**src/verilog/vector_map_pkg.sv**
```systemverilog
// Constants for the per-core interrupt vector map
package vector_map_pkg;

	// ------------------------------------------------------------
	// Widths
	// ------------------------------------------------------------
	localparam int SLOTS = 42;
	localparam int ADDR_W = 24;
	localparam logic [1:0] LEVEL_NMI = 2'h3;
	localparam logic [1:0] LEVEL_MASK_MAX = 2'h2;
	localparam logic [1:0] LEVEL_RESET = 2'h0;
	localparam logic [ADDR_W-1:0] VECTOR_RESET = 24'h000000;

	// ------------------------------------------------------------
	// Slot offsets, in words from the vector base
	// ------------------------------------------------------------
	localparam logic [7:0] OFF_RESET = 8'h00;
	localparam logic [7:0] OFF_STACK_ERR = 8'h02;
	localparam logic [7:0] OFF_ILLEGAL = 8'h04;
	localparam logic [7:0] OFF_DEBUG = 8'h06;
	localparam logic [7:0] OFF_TRAP = 8'h08;
	localparam logic [7:0] OFF_EXT_NMI = 8'h0A;
	localparam logic [7:0] OFF_RSV_0C = 8'h0C;
	localparam logic [7:0] OFF_STALL = 8'h0E;
	localparam logic [7:0] OFF_EXT_REQ = 8'h10;
	localparam logic [7:0] OFF_DMA = 8'h18;
	localparam logic [7:0] OFF_ICC_NMI = 8'h28;
	localparam logic [7:0] OFF_ICC_REQ = 8'h2A;
	localparam logic [7:0] OFF_ICC_ACK = 8'h2C;
	localparam logic [7:0] OFF_RSV_2E = 8'h2E;
	localparam logic [7:0] OFF_AUDIO_RX = 8'h30;
	localparam logic [7:0] OFF_AUDIO_TX = 8'h38;
	localparam logic [7:0] OFF_HOST_TX = 8'h40;
	localparam logic [7:0] OFF_HOST_UNDERRUN = 8'h42;
	localparam logic [7:0] OFF_HOST_RX_NE = 8'h44;
	localparam logic [7:0] OFF_RSV_46 = 8'h46;
	localparam logic [7:0] OFF_HOST_RX_FULL = 8'h48;
	localparam logic [7:0] OFF_HOST_OVERRUN = 8'h4A;
	localparam logic [7:0] OFF_HOST_BUS_ERR = 8'h4C;
	localparam logic [7:0] OFF_RSV_4E = 8'h4E;

	// Slot index of a word offset
	function automatic int slot_of(input logic [7:0] off);
		return int'(off >> 1);
	endfunction : slot_of

endpackage : vector_map_pkg

```
**src/verilog/vector_arb_if.sv**
```systemverilog
// Request set and arbitration result passed between map and arbiter
interface vector_arb_if;
	logic [vector_map_pkg::SLOTS-1:0] req;
	logic [2*vector_map_pkg::SLOTS-1:0] lvl;
	logic [1:0] mask;
	logic found;
	logic [5:0] slot;
	logic [1:0] level;

	modport src (
		output req,
		output lvl,
		output mask,
		input found,
		input slot,
		input level
	);

	modport arb (
		input req,
		input lvl,
		input mask,
		output found,
		output slot,
		output level
	);
endinterface : vector_arb_if

```
**src/verilog/int_vector_map.sv**
```systemverilog
// Per-core interrupt vector map: source routing, levels and vector address

module int_vector_map (
	// Clock and reset
	input wire logic sys_clk,
	input wire logic rstn,
	// Core identity and setup
	input wire logic core_id,
	input wire logic [vector_map_pkg::ADDR_W-1:0] vector_base,
	input wire logic [1:0] interrupt_priority_level,
	input wire logic [2*vector_map_pkg::SLOTS-1:0] slot_levels,
	// Core exceptions and shared external requests
	input wire logic reset_req,
	input wire logic stack_error,
	input wire logic illegal_instr,
	input wire logic debug_req,
	input wire logic trap_req,
	input wire logic ext_nmi,
	input wire logic ext_request_a,
	input wire logic ext_request_b,
	input wire logic ext_request_c,
	input wire logic ext_request_d,
	// Stall from both monitor instances
	input wire logic core_interface_monitor,
	input wire logic core_interface_monitor_second,
	// DMA channels from both instances
	input wire logic [7:0] dma_first,
	input wire logic [7:0] dma_second,
	// Inter-core channel from the other core
	input wire logic icc_nmi,
	input wire logic icc_request,
	input wire logic icc_ack,
	// Serial audio: [3:0] rx data, even, exception, last; [7:4] tx same
	input wire logic [7:0] serial_audio_port,
	input wire logic [7:0] serial_audio_port_second,
	// Host interface: tx, underrun, rx not empty, rx full, overrun, bus error
	input wire logic [5:0] host_serial_interface,
	input wire logic [5:0] host_serial_interface_second,
	// Vector to the core
	output logic vector_pending,
	output logic [vector_map_pkg::ADDR_W-1:0] vector_addr,
	output logic [1:0] vector_level
);

	// ------------------------------------------------------------
	// Types and signals
	// ------------------------------------------------------------
	typedef struct packed {
		logic pending;
		logic [vector_map_pkg::ADDR_W-1:0] addr;
		logic [1:0] level;
	} state_t;

	state_t state;
	state_t next_state;
	logic stall_sel;
	logic [7:0] dma_sel;
	logic [7:0] audio_sel;
	logic [5:0] host_sel;
	logic [vector_map_pkg::SLOTS-1:0] fixed_slot;
	logic [vector_map_pkg::SLOTS-1:0] reserved_slot;
	logic [vector_map_pkg::ADDR_W-1:0] slot_offset;
	logic [vector_map_pkg::ADDR_W:0] addr_sum;
	vector_arb_if arb_bus ();

	// ------------------------------------------------------------
	// Per-core source selection
	// ------------------------------------------------------------

	assign stall_sel = core_id ? core_interface_monitor_second : core_interface_monitor;
	assign dma_sel = core_id ? dma_second : dma_first;
	assign audio_sel = core_id ? serial_audio_port_second : serial_audio_port;
	assign host_sel = core_id ? host_serial_interface_second : host_serial_interface;

	// ------------------------------------------------------------
	// Slot classes
	// ------------------------------------------------------------

	always_comb begin
		fixed_slot = '0;
		fixed_slot[vector_map_pkg::slot_of(vector_map_pkg::OFF_RESET)] = 1'b1;
		fixed_slot[vector_map_pkg::slot_of(vector_map_pkg::OFF_STACK_ERR)] = 1'b1;
		fixed_slot[vector_map_pkg::slot_of(vector_map_pkg::OFF_ILLEGAL)] = 1'b1;
		fixed_slot[vector_map_pkg::slot_of(vector_map_pkg::OFF_DEBUG)] = 1'b1;
		fixed_slot[vector_map_pkg::slot_of(vector_map_pkg::OFF_TRAP)] = 1'b1;
		fixed_slot[vector_map_pkg::slot_of(vector_map_pkg::OFF_EXT_NMI)] = 1'b1;
		fixed_slot[vector_map_pkg::slot_of(vector_map_pkg::OFF_STALL)] = 1'b1;
		fixed_slot[vector_map_pkg::slot_of(vector_map_pkg::OFF_ICC_NMI)] = 1'b1;
	end

	always_comb begin
		reserved_slot = '0;
		reserved_slot[vector_map_pkg::slot_of(vector_map_pkg::OFF_RSV_0C)] = 1'b1;
		reserved_slot[vector_map_pkg::slot_of(vector_map_pkg::OFF_RSV_2E)] = 1'b1;
		reserved_slot[vector_map_pkg::slot_of(vector_map_pkg::OFF_RSV_46)] = 1'b1;
		// Tail of the map from the slot at offset 4E up
		for (int i = 0; i < vector_map_pkg::SLOTS; i++) begin
			if (i >= vector_map_pkg::slot_of(vector_map_pkg::OFF_RSV_4E)) begin
				reserved_slot[i] = 1'b1;
			end
		end
	end

	// ------------------------------------------------------------
	// Slot map
	// ------------------------------------------------------------

	// Place each source in its slot; slots left zero are reserved
	always_comb begin
		arb_bus.req = '0;
		arb_bus.req[vector_map_pkg::slot_of(vector_map_pkg::OFF_RESET)] = reset_req;
		arb_bus.req[vector_map_pkg::slot_of(vector_map_pkg::OFF_STACK_ERR)] = stack_error;
		arb_bus.req[vector_map_pkg::slot_of(vector_map_pkg::OFF_ILLEGAL)] = illegal_instr;
		arb_bus.req[vector_map_pkg::slot_of(vector_map_pkg::OFF_DEBUG)] = debug_req;
		arb_bus.req[vector_map_pkg::slot_of(vector_map_pkg::OFF_TRAP)] = trap_req;
		arb_bus.req[vector_map_pkg::slot_of(vector_map_pkg::OFF_EXT_NMI)] = ext_nmi;
		arb_bus.req[vector_map_pkg::slot_of(vector_map_pkg::OFF_STALL)] = stall_sel;
		arb_bus.req[vector_map_pkg::slot_of(vector_map_pkg::OFF_EXT_REQ) +: 4] =
			{ext_request_d, ext_request_c, ext_request_b, ext_request_a};
		arb_bus.req[vector_map_pkg::slot_of(vector_map_pkg::OFF_DMA) +: 8] = dma_sel;
		arb_bus.req[vector_map_pkg::slot_of(vector_map_pkg::OFF_ICC_NMI)] = icc_nmi;
		arb_bus.req[vector_map_pkg::slot_of(vector_map_pkg::OFF_ICC_REQ)] = icc_request;
		arb_bus.req[vector_map_pkg::slot_of(vector_map_pkg::OFF_ICC_ACK)] = icc_ack;
		arb_bus.req[vector_map_pkg::slot_of(vector_map_pkg::OFF_AUDIO_RX) +: 4] = audio_sel[3:0];
		arb_bus.req[vector_map_pkg::slot_of(vector_map_pkg::OFF_AUDIO_TX) +: 4] = audio_sel[7:4];
		arb_bus.req[vector_map_pkg::slot_of(vector_map_pkg::OFF_HOST_TX)] = host_sel[0];
		arb_bus.req[vector_map_pkg::slot_of(vector_map_pkg::OFF_HOST_UNDERRUN)] = host_sel[1];
		arb_bus.req[vector_map_pkg::slot_of(vector_map_pkg::OFF_HOST_RX_NE)] = host_sel[2];
		arb_bus.req[vector_map_pkg::slot_of(vector_map_pkg::OFF_HOST_RX_FULL)] = host_sel[3];
		arb_bus.req[vector_map_pkg::slot_of(vector_map_pkg::OFF_HOST_OVERRUN)] = host_sel[4];
		arb_bus.req[vector_map_pkg::slot_of(vector_map_pkg::OFF_HOST_BUS_ERR)] = host_sel[5];
		for (int i = 0; i < vector_map_pkg::SLOTS; i++) begin
			if (reserved_slot[i]) begin
				arb_bus.req[i] = 1'b0;
			end
		end
	end

	// ------------------------------------------------------------
	// Levels
	// ------------------------------------------------------------

	// fixed level 3, otherwise programmed value capped at 2
	always_comb begin
		logic [1:0] p;
		p = 2'h0;
		for (int i = 0; i < vector_map_pkg::SLOTS; i++) begin
			p = slot_levels[2*i +: 2];
			if (fixed_slot[i]) begin
				arb_bus.lvl[2*i +: 2] = vector_map_pkg::LEVEL_NMI;
			end else if (p > vector_map_pkg::LEVEL_MASK_MAX) begin
				arb_bus.lvl[2*i +: 2] = vector_map_pkg::LEVEL_MASK_MAX;
			end else begin
				arb_bus.lvl[2*i +: 2] = p;
			end
		end
	end

	// ------------------------------------------------------------
	// Arbitration
	// ------------------------------------------------------------

	// Core mask level for maskable slots
	assign arb_bus.mask = interrupt_priority_level;

	// Arbiter picks the winning slot
	vector_arbiter u_arbiter (
		.bus(arb_bus.arb)
	);

	// ------------------------------------------------------------
	// Vector register
	// ------------------------------------------------------------

	// word offset is twice the slot index
	assign slot_offset = {{(vector_map_pkg::ADDR_W-7){1'b0}}, arb_bus.slot, 1'b0};

	// Base plus offset; a carry past the top wraps round
	assign addr_sum = {1'b0, vector_base} + {1'b0, slot_offset};

	// base plus twice the slot index
	always_comb begin
		next_state.pending = arb_bus.found;
		next_state.addr = addr_sum[vector_map_pkg::ADDR_W-1:0];
		next_state.level = arb_bus.level;
	end

	// Register the winner every cycle
	always_ff @(posedge sys_clk) begin
		if (!rstn) begin
			state <= '{1'b0, vector_map_pkg::VECTOR_RESET, vector_map_pkg::LEVEL_RESET};
		end else begin
			state <= next_state;
		end
	end

	assign vector_pending = state.pending;
	assign vector_addr = state.addr;
	assign vector_level = state.level;

endmodule : int_vector_map

```
**src/verilog/vector_arbiter.sv**
```systemverilog
// Picks the highest-level accepted slot, lowest offset on a tie
module vector_arbiter (
	// Request set and result
	vector_arb_if.arb bus
);

	// ------------------------------------------------------------
	// Selection
	// ------------------------------------------------------------

	// Level 3 always passes, others must reach the core mask level
	always_comb begin
		logic [1:0] l;
		logic hit;
		l = 2'h0;
		hit = 1'b0;
		bus.found = 1'b0;
		bus.slot = 6'h00;
		bus.level = 2'h0;
		for (int i = 0; i < vector_map_pkg::SLOTS; i++) begin
			l = bus.lvl[2*i +: 2];
			hit = bus.req[i] && (l == vector_map_pkg::LEVEL_NMI || l >= bus.mask);
			if (hit && (!bus.found || l > bus.level)) begin
				bus.found = 1'b1;
				bus.slot = 6'(i);
				bus.level = l;
			end
		end
	end

endmodule : vector_arbiter

```
**config.mk**
```make
export PLATFORM = sky130hd
export DESIGN_NAME = int_vector_map
export DESIGN_NICKNAME = d
export VERILOG_FILES = /design/src/verilog/vector_map_pkg.sv /design/src/verilog/vector_arb_if.sv /design/src/verilog/int_vector_map.sv /design/src/verilog/vector_arbiter.sv
export SDC_FILE = /design/constraint.sdc
export NUM_CORES = 1
export LEC_CHECK = 0
export BUFFER_PORTS_ARGS = -buffer_cell sky130_fd_sc_hd__buf_4
export CAP_MARGIN = 15
export CELL_PAD_IN_SITES_DETAIL_PLACEMENT = 1
export CELL_PAD_IN_SITES_GLOBAL_PLACEMENT = 1
export CORE_MARGIN = 5
export CORE_UTILIZATION = 40
export DETAILED_ROUTE_END_ITERATION = 16
export MAX_ROUTING_LAYER = met4
export PLACE_DENSITY_LB_ADDON = 0.1
export SKIP_CTS_REPAIR_TIMING = 1
export SYNTH_ARGS = -nofsm -noshare
export SYNTH_HDL_FRONTEND = slang
export SYNTH_SLANG_ARGS = --single-unit
```
**constraint.sdc**
```tcl
create_clock -name sys_clk -period 93.1 [get_ports sys_clk]
set_input_delay 4.655 -clock sys_clk [delete_from_list [all_inputs] [get_ports sys_clk]]
set_output_delay 4.655 -clock sys_clk [all_outputs]
set_load 0.005 [all_outputs]
```
Yosys cells after proc, flatten, opt, wreduce, memory -nomap -nowiden
Index checks and enable logic that the tools add are counted.
{"block": "word_totals", "elab_cells": 423, "inputBits": 172, "out_inout_bits": 27, "reg_bits": 27}
{"block": "classes", "n_eq_ne": 28, "n_reduce_logical": 161, "add_sub_neg": 1, "n_lt_le_gt_ge": 91, "muxes": 139}
{"operator": "two-way mux 2 bit", "count": 66}
{"operator": "two-way mux 5 bit", "count": 15}
{"operator": "logical AND 1 bit", "count": 63}
{"operator": "logical OR 1 bit", "count": 63}
{"operator": "== test 2 bit (second input constant)", "count": 28}
{"operator": ">= comparator 2 bit", "count": 28}
{"operator": "greater-than comparator 2 bit", "count": 28}
{"operator": "greater-than comparator 2 bit (second input constant)", "count": 28}
{"operator": "two-way mux 6 bit", "count": 7}
{"operator": "two-way mux 1 bit", "count": 38}
{"operator": "logical NOT 1 bit", "count": 35}
{"operator": "two-way mux 4 bit", "count": 8}
{"operator": "adder 24 x 7 -> 24 bit", "count": 1}
{"operator": "two-way mux 8 bit", "count": 2}
{"operator": "greater-than comparator 2 bit (first input constant)", "count": 7}
{"operator": "two-way mux 3 bit", "count": 3}

Longest topological paths before layout
Gate-level depths: netlist (run 1).
{"block": "logic_depth", "depth_word": 142, "ltp_mapped": 223, "mapped_depth_nobuf": 220}

Cells and area by module
A second synthesis (run 1) with hierarchy kept.
{"block": "unflattened", "cells_unflattened": 1125, "hier_area_um2": 8187.9}
{"mod": "vector_arbiter", "n_inst": 1, "seq_area_each_um2": 0.0, "cells_per_inst": 889, "area_each_um2": 6282.3}
{"mod": "int_vector_map", "n_inst": 1, "seq_area_each_um2": 540.5, "cells_per_inst": 236, "area_each_um2": 1905.6}

Least setup slack after synthesis (run 1)
OpenSTA, ideal clock, no wires.
{"block": "synth_timing", "path_kind": "input to register", "start": "input port interrupt_priority_level[1]", "end": "register state, in the netlist vector_addr[20]", "required_ns": 92.972, "path_slack_ns": 54.840, "setup_ns": 0.128, "stages": 199, "t_arrival_ns": 38.132, "path_buffers": 3, "cell_sequence": "inv_1 ha_1 o21ai_0 nor2_1 a21oi_1 ha_1 nor2b_1 o21ai_0 a211oi_1 a21o_1 ha_1 nor2b_1 o21ai_0 o21ai_0 a221oi_1 o21bai_1 inv_1 ha_1 [... 163 more ...] a21oi_1 nor2_1 nor2_1 nor2_1 a21oi_1 ha_1 a21o_1 a21o_1 nand2_1 nand2b_1 a21oi_1 nor2b_1 o21ai_0 clkbuf_1 nor2_1 nand2_1 xor2_1 nor2_1"}
{"block": "synth_between", "elab_chain_cells": 118, "word_cells_on_any_way": 283, "cone_classes": "add/sub: 1; order compare: 56; mux: 85; reduce/logical: 141"}
{"item": "start: declaration", "line": "int_vector_map.sv:10", "source": "input wire logic [1:0] interrupt_priority_level,"}
{"item": ">= comparator 2 bit", "line": "vector_arbiter.sv:22", "source": "hit = bus.req[i] && (l == vector_map_pkg::LEVEL_NMI || l >= bus.mask);"}
{"item": "logical OR 1 bit", "line": "vector_arbiter.sv:22"}
{"item": "logical AND 1 bit", "line": "vector_arbiter.sv:22"}
{"item": "logical AND 1 bit", "line": "vector_arbiter.sv:23", "source": "if (hit && (!bus.found || l > bus.level)) begin"}
{"item": "two-way mux 2 bit / two-way mux 1 bit (equally long branches)", "line": "vector_arbiter.sv:23"}
{"item": "greater-than comparator 2 bit / logical NOT 1 bit (equally long branches)", "line": "vector_arbiter.sv:23"}
{"item": "logical OR 1 bit", "line": "vector_arbiter.sv:23"}
{"item": "logical AND 1 bit", "line": "vector_arbiter.sv:23"}
{"item": "[... 102 more ...]"}
{"item": "logical OR 1 bit", "line": "vector_arbiter.sv:23"}
{"item": "logical AND 1 bit", "line": "vector_arbiter.sv:23"}
{"item": "two-way mux 2 bit / two-way mux 1 bit (equally long branches)", "line": "vector_arbiter.sv:23"}
{"item": "greater-than comparator 2 bit / logical NOT 1 bit (equally long branches)", "line": "vector_arbiter.sv:23"}
{"item": "logical OR 1 bit", "line": "vector_arbiter.sv:23"}
{"item": "logical AND 1 bit", "line": "vector_arbiter.sv:23"}
{"item": "two-way mux 6 bit *", "line": "vector_arbiter.sv:23"}
{"item": "adder 24 x 7 -> 24 bit *", "line": "int_vector_map.sv:179", "source": "assign addr_sum = {1'b0, vector_base} + {1'b0, slot_offset};"}
{"item": "end signal: assignment", "line": "int_vector_map.sv:191", "source": "state <= '{1'b0, vector_map_pkg::VECTOR_RESET, vector_map_pkg::LEVEL_RESET};"}
{"item": "end signal: assignment", "line": "int_vector_map.sv:193", "source": "state <= next_state;"}
{"item": "end: declaration", "line": "int_vector_map.sv:54", "source": "state_t state;"}
Mark *: on every way between the ends. The rest lies on a longest branch, timed or not.
A chain may end at the register's enable or synchronous reset.

Worst setup path after layout (run 1)
Ends and elaborated chain as after synthesis.

==> results of run 1 <==
routing by layer:
metal | share of wire, % | vias to the layer above | track usage (%)
li1 | - | 3460 | -
met1 | 45 | 3254 | 27.2
met2 | 48 | 180 | 38.6
met3 | 5.3 | 24 | 2.41
met4 | 1.5 | 0 | 3.47
met5 | 0 | - | -
cells in the final DEF, fill, tap and decap left out, drive strengths merged, types with 15 or more instances in the layout:
master,Yosys,routed
nand2,81,81
dfxtp,27,27
or2,15,15
ha,116,116
nand3,16,16
nor2b,28,28
inv,50,50
o21ai,66,66
mux2i,28,28
a21oi,75,75
nor2,76,76
nand2b,48,48
buf,5,171
flip-flops by register name, indices dropped and copies added, names as in the netlist:
name	cells
vector_level	2
vector_pending	1
vector_addr	24
worst max-delay path: cells and delay by family:
kind                     cells  cell delay [ps]
AO/OA/AOI/OAI              103            22040
XOR/XNOR                     1              140
AND/OR/NAND/NOR             55             7640
adder cells (fa/ha/maj)     29             7990
buffers and inverters       12             1570
multiplexers                 3              990
power by group:
group / switching, W / leakage, nW / total (W) / internal, W
registers: 0.000000655 / 0.225 / 0.0000158 / 0.0000152
logic: 0.000126 / 3.43 / 0.000223 / 0.0000968
clock network: 0.00000405 / 0.0371 / 0.00000989 / 0.00000584
metrics by stage:
step | power, W | area [µm²] | std cells
CTS | 0.000249 | 7760 | 1221
floorplan | 0.000182 | 6290 | 872
detailed placement | 0.000236 | 7680 | 1217
finish | 0.000249 | 7770 | 1222
global route | 0.000284 | 7770 | 1222
global placement | 0.000227 | 7680 | 1217
area by class of cell:
class | instances | area share [%]
Sequential cell | 27 | 6.96
Inverter | 51 | 2.46
Multi-Input combinational cell | 757 | 69.5
Clock buffer | 3 | 0.966
Tap cell | 211 | 3.40
Timing Repair Buffer | 172 | 16.6
Clock inverter | 1 | 0.0966
path summary, 6_finish.rpt:
path,start,end,slack (ps),cells after the start
worst min-delay path,vector_base[0],vector_addr[0],4600,2
worst max-delay path,interrupt_priority_level[1],vector_addr[20],48150,203
cells by family after synthesis:
family                   Yosys count  share of synthesized area, %
AND/OR/NAND/NOR                  329                          27.3
AO/OA/AOI/OAI                    264                          27.8
adder cells (fa/ha/maj)          117                          23.4
buffers and inverters             88                          5.53
multiplexers                      35                          5.77
flip-flops                        27                          8.60
XOR/XNOR                          12                          1.67
==> impl_results.md, run 1 <==
* Clock period minus worst slack at 44,950 ps
* Final RePlAce weighted congestion at 0.876
* Mapped Cells at 872
* Clock root cell: clkbuf_16
* Leak at 3.70 nW
* CP max stage delay at 640 ps
* Area of the multi-input gates at 5400 µm²
* Ant diodes at 0
* Fin. Hold Viols at 0
* Sequential-to-total area share from yosys stat at 8.60%
* Top-count cell post-synth: ha_1
* PwrDens at 32.0 nW/µm²
* Pre-antenna DRT Iters at 5
* Post-layout util at 50.7%
* I/O pins at 199
* Final WS setup at 48,150 ps
* Total Routed Length at 20.5 mm
* RSZ-0062 raised after global routing: false
* Die area at 18,300 µm²
* Warnings, synthesis at 0
* Row Count at 45
* Vias in the first global route at 6,899
* I/O Buffers at 170
* Register Area at 541 µm²
* Hold Crit Class: primary input to flip-flop
* Core box area at 15,300 µm²
* Post-Route Setup TNS at 0 ps
* Mapped Nets at 1,161
* Area contributors post-synth: ha_1, dfxtp_1, a21oi_1
* Most used DFF post-synth: dfxtp_1
* Netlist cell types at 85
* Crit-path max FO at 28
* Clk sinks at 27
* Share of cells above drive strength 1 at 21.9%
* Largest net degree at the start of global routing at 29
* Yosys top cell area share at 23.1%
* Via/cell ratio at 5.66
* CP Capture Type: flip-flop
* Yosys reg bits at 27
* Final nets at 1,301
* Synthesized cell area at 6290 µm²
* Wire per inst at 16.8 µm
* Via count at 6,918
* Data arrival, critical path at 45,080 ps
* Max H-tree Level at 1
* Routed Antenna Nets at 0
* Headroom to the max-slew limit at 47.6%
* Slowest CP cell: a22oi_1
* Syn Area/Cell at 7.21 µm²
* Asr flop ratio synth at 0%
* DRC at 0
* Clk buf depth at 2
* Required time of the worst setup path at 93,240 ps
* Initial Util at 41.1%
* Hold Slack at 4600 ps
* FMAX at 22.2 MHz
* Most Frequent Cell on Critical Path: ha_1
* Synth area leader: ha_1
* Initial drt markers at 226
* Critical path class: primary input to flip-flop
* Die H at 135 µm
* Final HPWL DP at 17.3 mm
* Area Growth Syn to Fin at 23.6%
* Setup-failing EPs final at 0
* Die Wd at 135 µm
* Part of the cycle the worst path needs at 48.3%
* Gr usage total at 21.8%
* Post-synth EDFFs at 0
* TritonCTS clock tree: yes
* Synth top cells by count: ha_1, nand2_1, nor2_1, a21oi_1, o21ai_0
* Startpoint types: primary input
* Max Cap Viol at 0
* Num CTS Buffers at 3
* Clk slew on worst S/H paths at 70 ps
* Status: finished, final reports clean
* Worst slew pin tran at 787 ps
* Total gr overflow at 0
* Filler instances at 2,016
* Maximum VDD drop at 0.0000183 V
* Antenna violations before repair at 0
* First-pass GRT wire length at 32.7 mm
* Placement Setup Slack at 47,780 ps
* Slew Limit Fails at 0
No activity file was read; power rests on OpenSTA's default activity.
==> inputs of run 2 (changes only) <==
--- a/config.mk
+++ b/config.mk
@@ -10,7 +10,7 @@
 export CELL_PAD_IN_SITES_DETAIL_PLACEMENT = 1
 export CELL_PAD_IN_SITES_GLOBAL_PLACEMENT = 1
 export CORE_MARGIN = 5
-export CORE_UTILIZATION = 40
+export CORE_UTILIZATION = 38
 export DETAILED_ROUTE_END_ITERATION = 16
 export MAX_ROUTING_LAYER = met4
 export PLACE_DENSITY_LB_ADDON = 0.1
==> constraint.sdc (replaced) <==
create_clock -name sys_clk -period 43.7 [get_ports sys_clk]
set_input_delay 2.185 -clock sys_clk [delete_from_list [all_inputs] [get_ports sys_clk]]
set_output_delay 2.185 -clock sys_clk [all_outputs]
set_load 0.005 [all_outputs]
==> run 2 against run 1 <==
Hold slack lost 2500 ps. Flip-flop and latch count is the same. Highest routed layer unchanged. Critical endpoint is now vector_addr[23]. Sequential power grew 110%. Core utilization shrank 2.9 points.
==> impl_results.md, run 2 (synthesis results as in run 1) <==
* Most Frequent Cell on Critical Path: ha_1
* Share of cells above drive strength 1 at 22.7%
* Most common cell after layout, fill and taps aside: buf_4
* Required time of the worst setup path at 43,830 ps
* Critical path class: primary input to flip-flop
* Max Cap Viol at 0
* Final instance area at 7840 µm²
* Wire per inst at 16.4 µm
* Final RePlAce weighted congestion at 0.843
* TritonCTS clock tree: yes
* CP max stage delay at 500 ps
* Fin. Hold Viols at 0
* Routed Antenna Nets at 0
* Clk sinks at 27
* PwrDens at 66.8 nW/µm²
* DRC at 0
* Hold Slack at 2150 ps
* Slew Limit Fails at 0
* CP Capture Type: flip-flop
* First-pass GRT wire length at 33.8 mm
* Initial Util at 38.3%
* Clock root cell: clkbuf_16
* Row Count at 47
* Initial drt markers at 107
* Max H-tree Level at 1
* Commonest non-fill, non-tap cells in the layout: buf_4, ha_1, nand2_1
* Maximum VDD drop at 0.0000390 V
* Filler instances at 2,110
* I/O pins at 199
* Dpl cell area at 7710 µm²
* Pre-antenna DRT Iters at 4
* Hold Crit Class: primary input to flip-flop
* Via count at 6,841
* Setup-failing EPs final at 0
* Placement Setup Slack at 1800 ps
* Startpoint types: primary input
* Clk slew on worst S/H paths at 70 ps
* Ant diodes at 0
* Crit-path max FO at 28
* Final WS setup at 3460 ps
* Post-Route Setup TNS at 0 ps
* Largest register FFs at 24
* Largest net degree at the start of global routing at 29
* Part of the cycle the worst path needs at 92.1%
* Final nets at 1,307
* Num CTS Buffers at 3
* Gr usage total at 20.8%
* Total Routed Length at 20.3 mm
* Power Total at 0.000524 W
* Antenna violations before repair at 0
* Data arrival, critical path at 40,370 ps
* Via/cell ratio at 5.53
* FMAX at 24.9 MHz
* Clk buf depth at 2
* I/O Buffers at 170
* RSZ-0062 raised after global routing: false
* Die H at 139 µm
* Slowest CP cell: a2111oi_0
* Die Wd at 139 µm
* Clock period minus worst slack at 40,240 ps
* Headroom to the max-slew limit at 50.0%
* Core box area at 16,400 µm²
* Vias in the first global route at 7,113
* Die area at 19,200 µm²
* Total gr overflow at 0
* Area Growth Syn to Fin at 24.7%
* Status: finished, final reports clean
* Final HPWL DP at 17.2 mm
* Leak at 3.73 nW
* Worst slew pin tran at 746 ps
[run 2: cell types whose count changed in the layout (fill, tap and decap cells not counted), sizes merged]
cell,change
buf,+7
clkinvlp,-1
[run 2: critical path: cells and delay by family]
family          cells  cell delay [ps]
buf+inv            10              950
simple gates       52             7400
mux                 4             1380
xor+xnor            1              150
compound gates    101            20160
fa+ha+maj          30             8100
[run 2: area by class of cell]
class                   count  area [µm²]  area share (%)
clock buffers               4        78.8            1.01
inverters                  51         191            2.44
multi-input cells         757        5420            69.1
flip-flops and latches     27         541            6.89
well taps                 220         275            3.51
repair buffers            178        1340            17.1
[run 2: path summary, 6_finish.rpt]
path	end	cells after the start	start
max	vector_addr[23]	198	interrupt_priority_level[1]
min	vector_addr[0]	2	vector_base[0]
[run 2: stage by stage]
stage               instances  utilization (%)
finish                   1237             47.8
global route             1237             47.8
CTS                      1232             47.4
detailed placement       1228             47.0
global placement         1228             47.0
floorplan                 872                -
[run 2: per-layer routing]
metal  global-route usage, %  wire length (µm)
met1                    25.4              9180
met2                    38.6             10000
met3                    1.83               833
met4                    1.91               203
met5                       -                 0
[run 2: power by group]
part	internal, W	total, W	switching [W]	leakage (nW)
logic	0.000207	0.000470	0.000262	3.46
registers	0.0000323	0.0000339	0.00000155	0.225
clock network	0.0000125	0.0000206	0.00000814	0.0382
total	0.000252	0.000524	0.000272	3.73
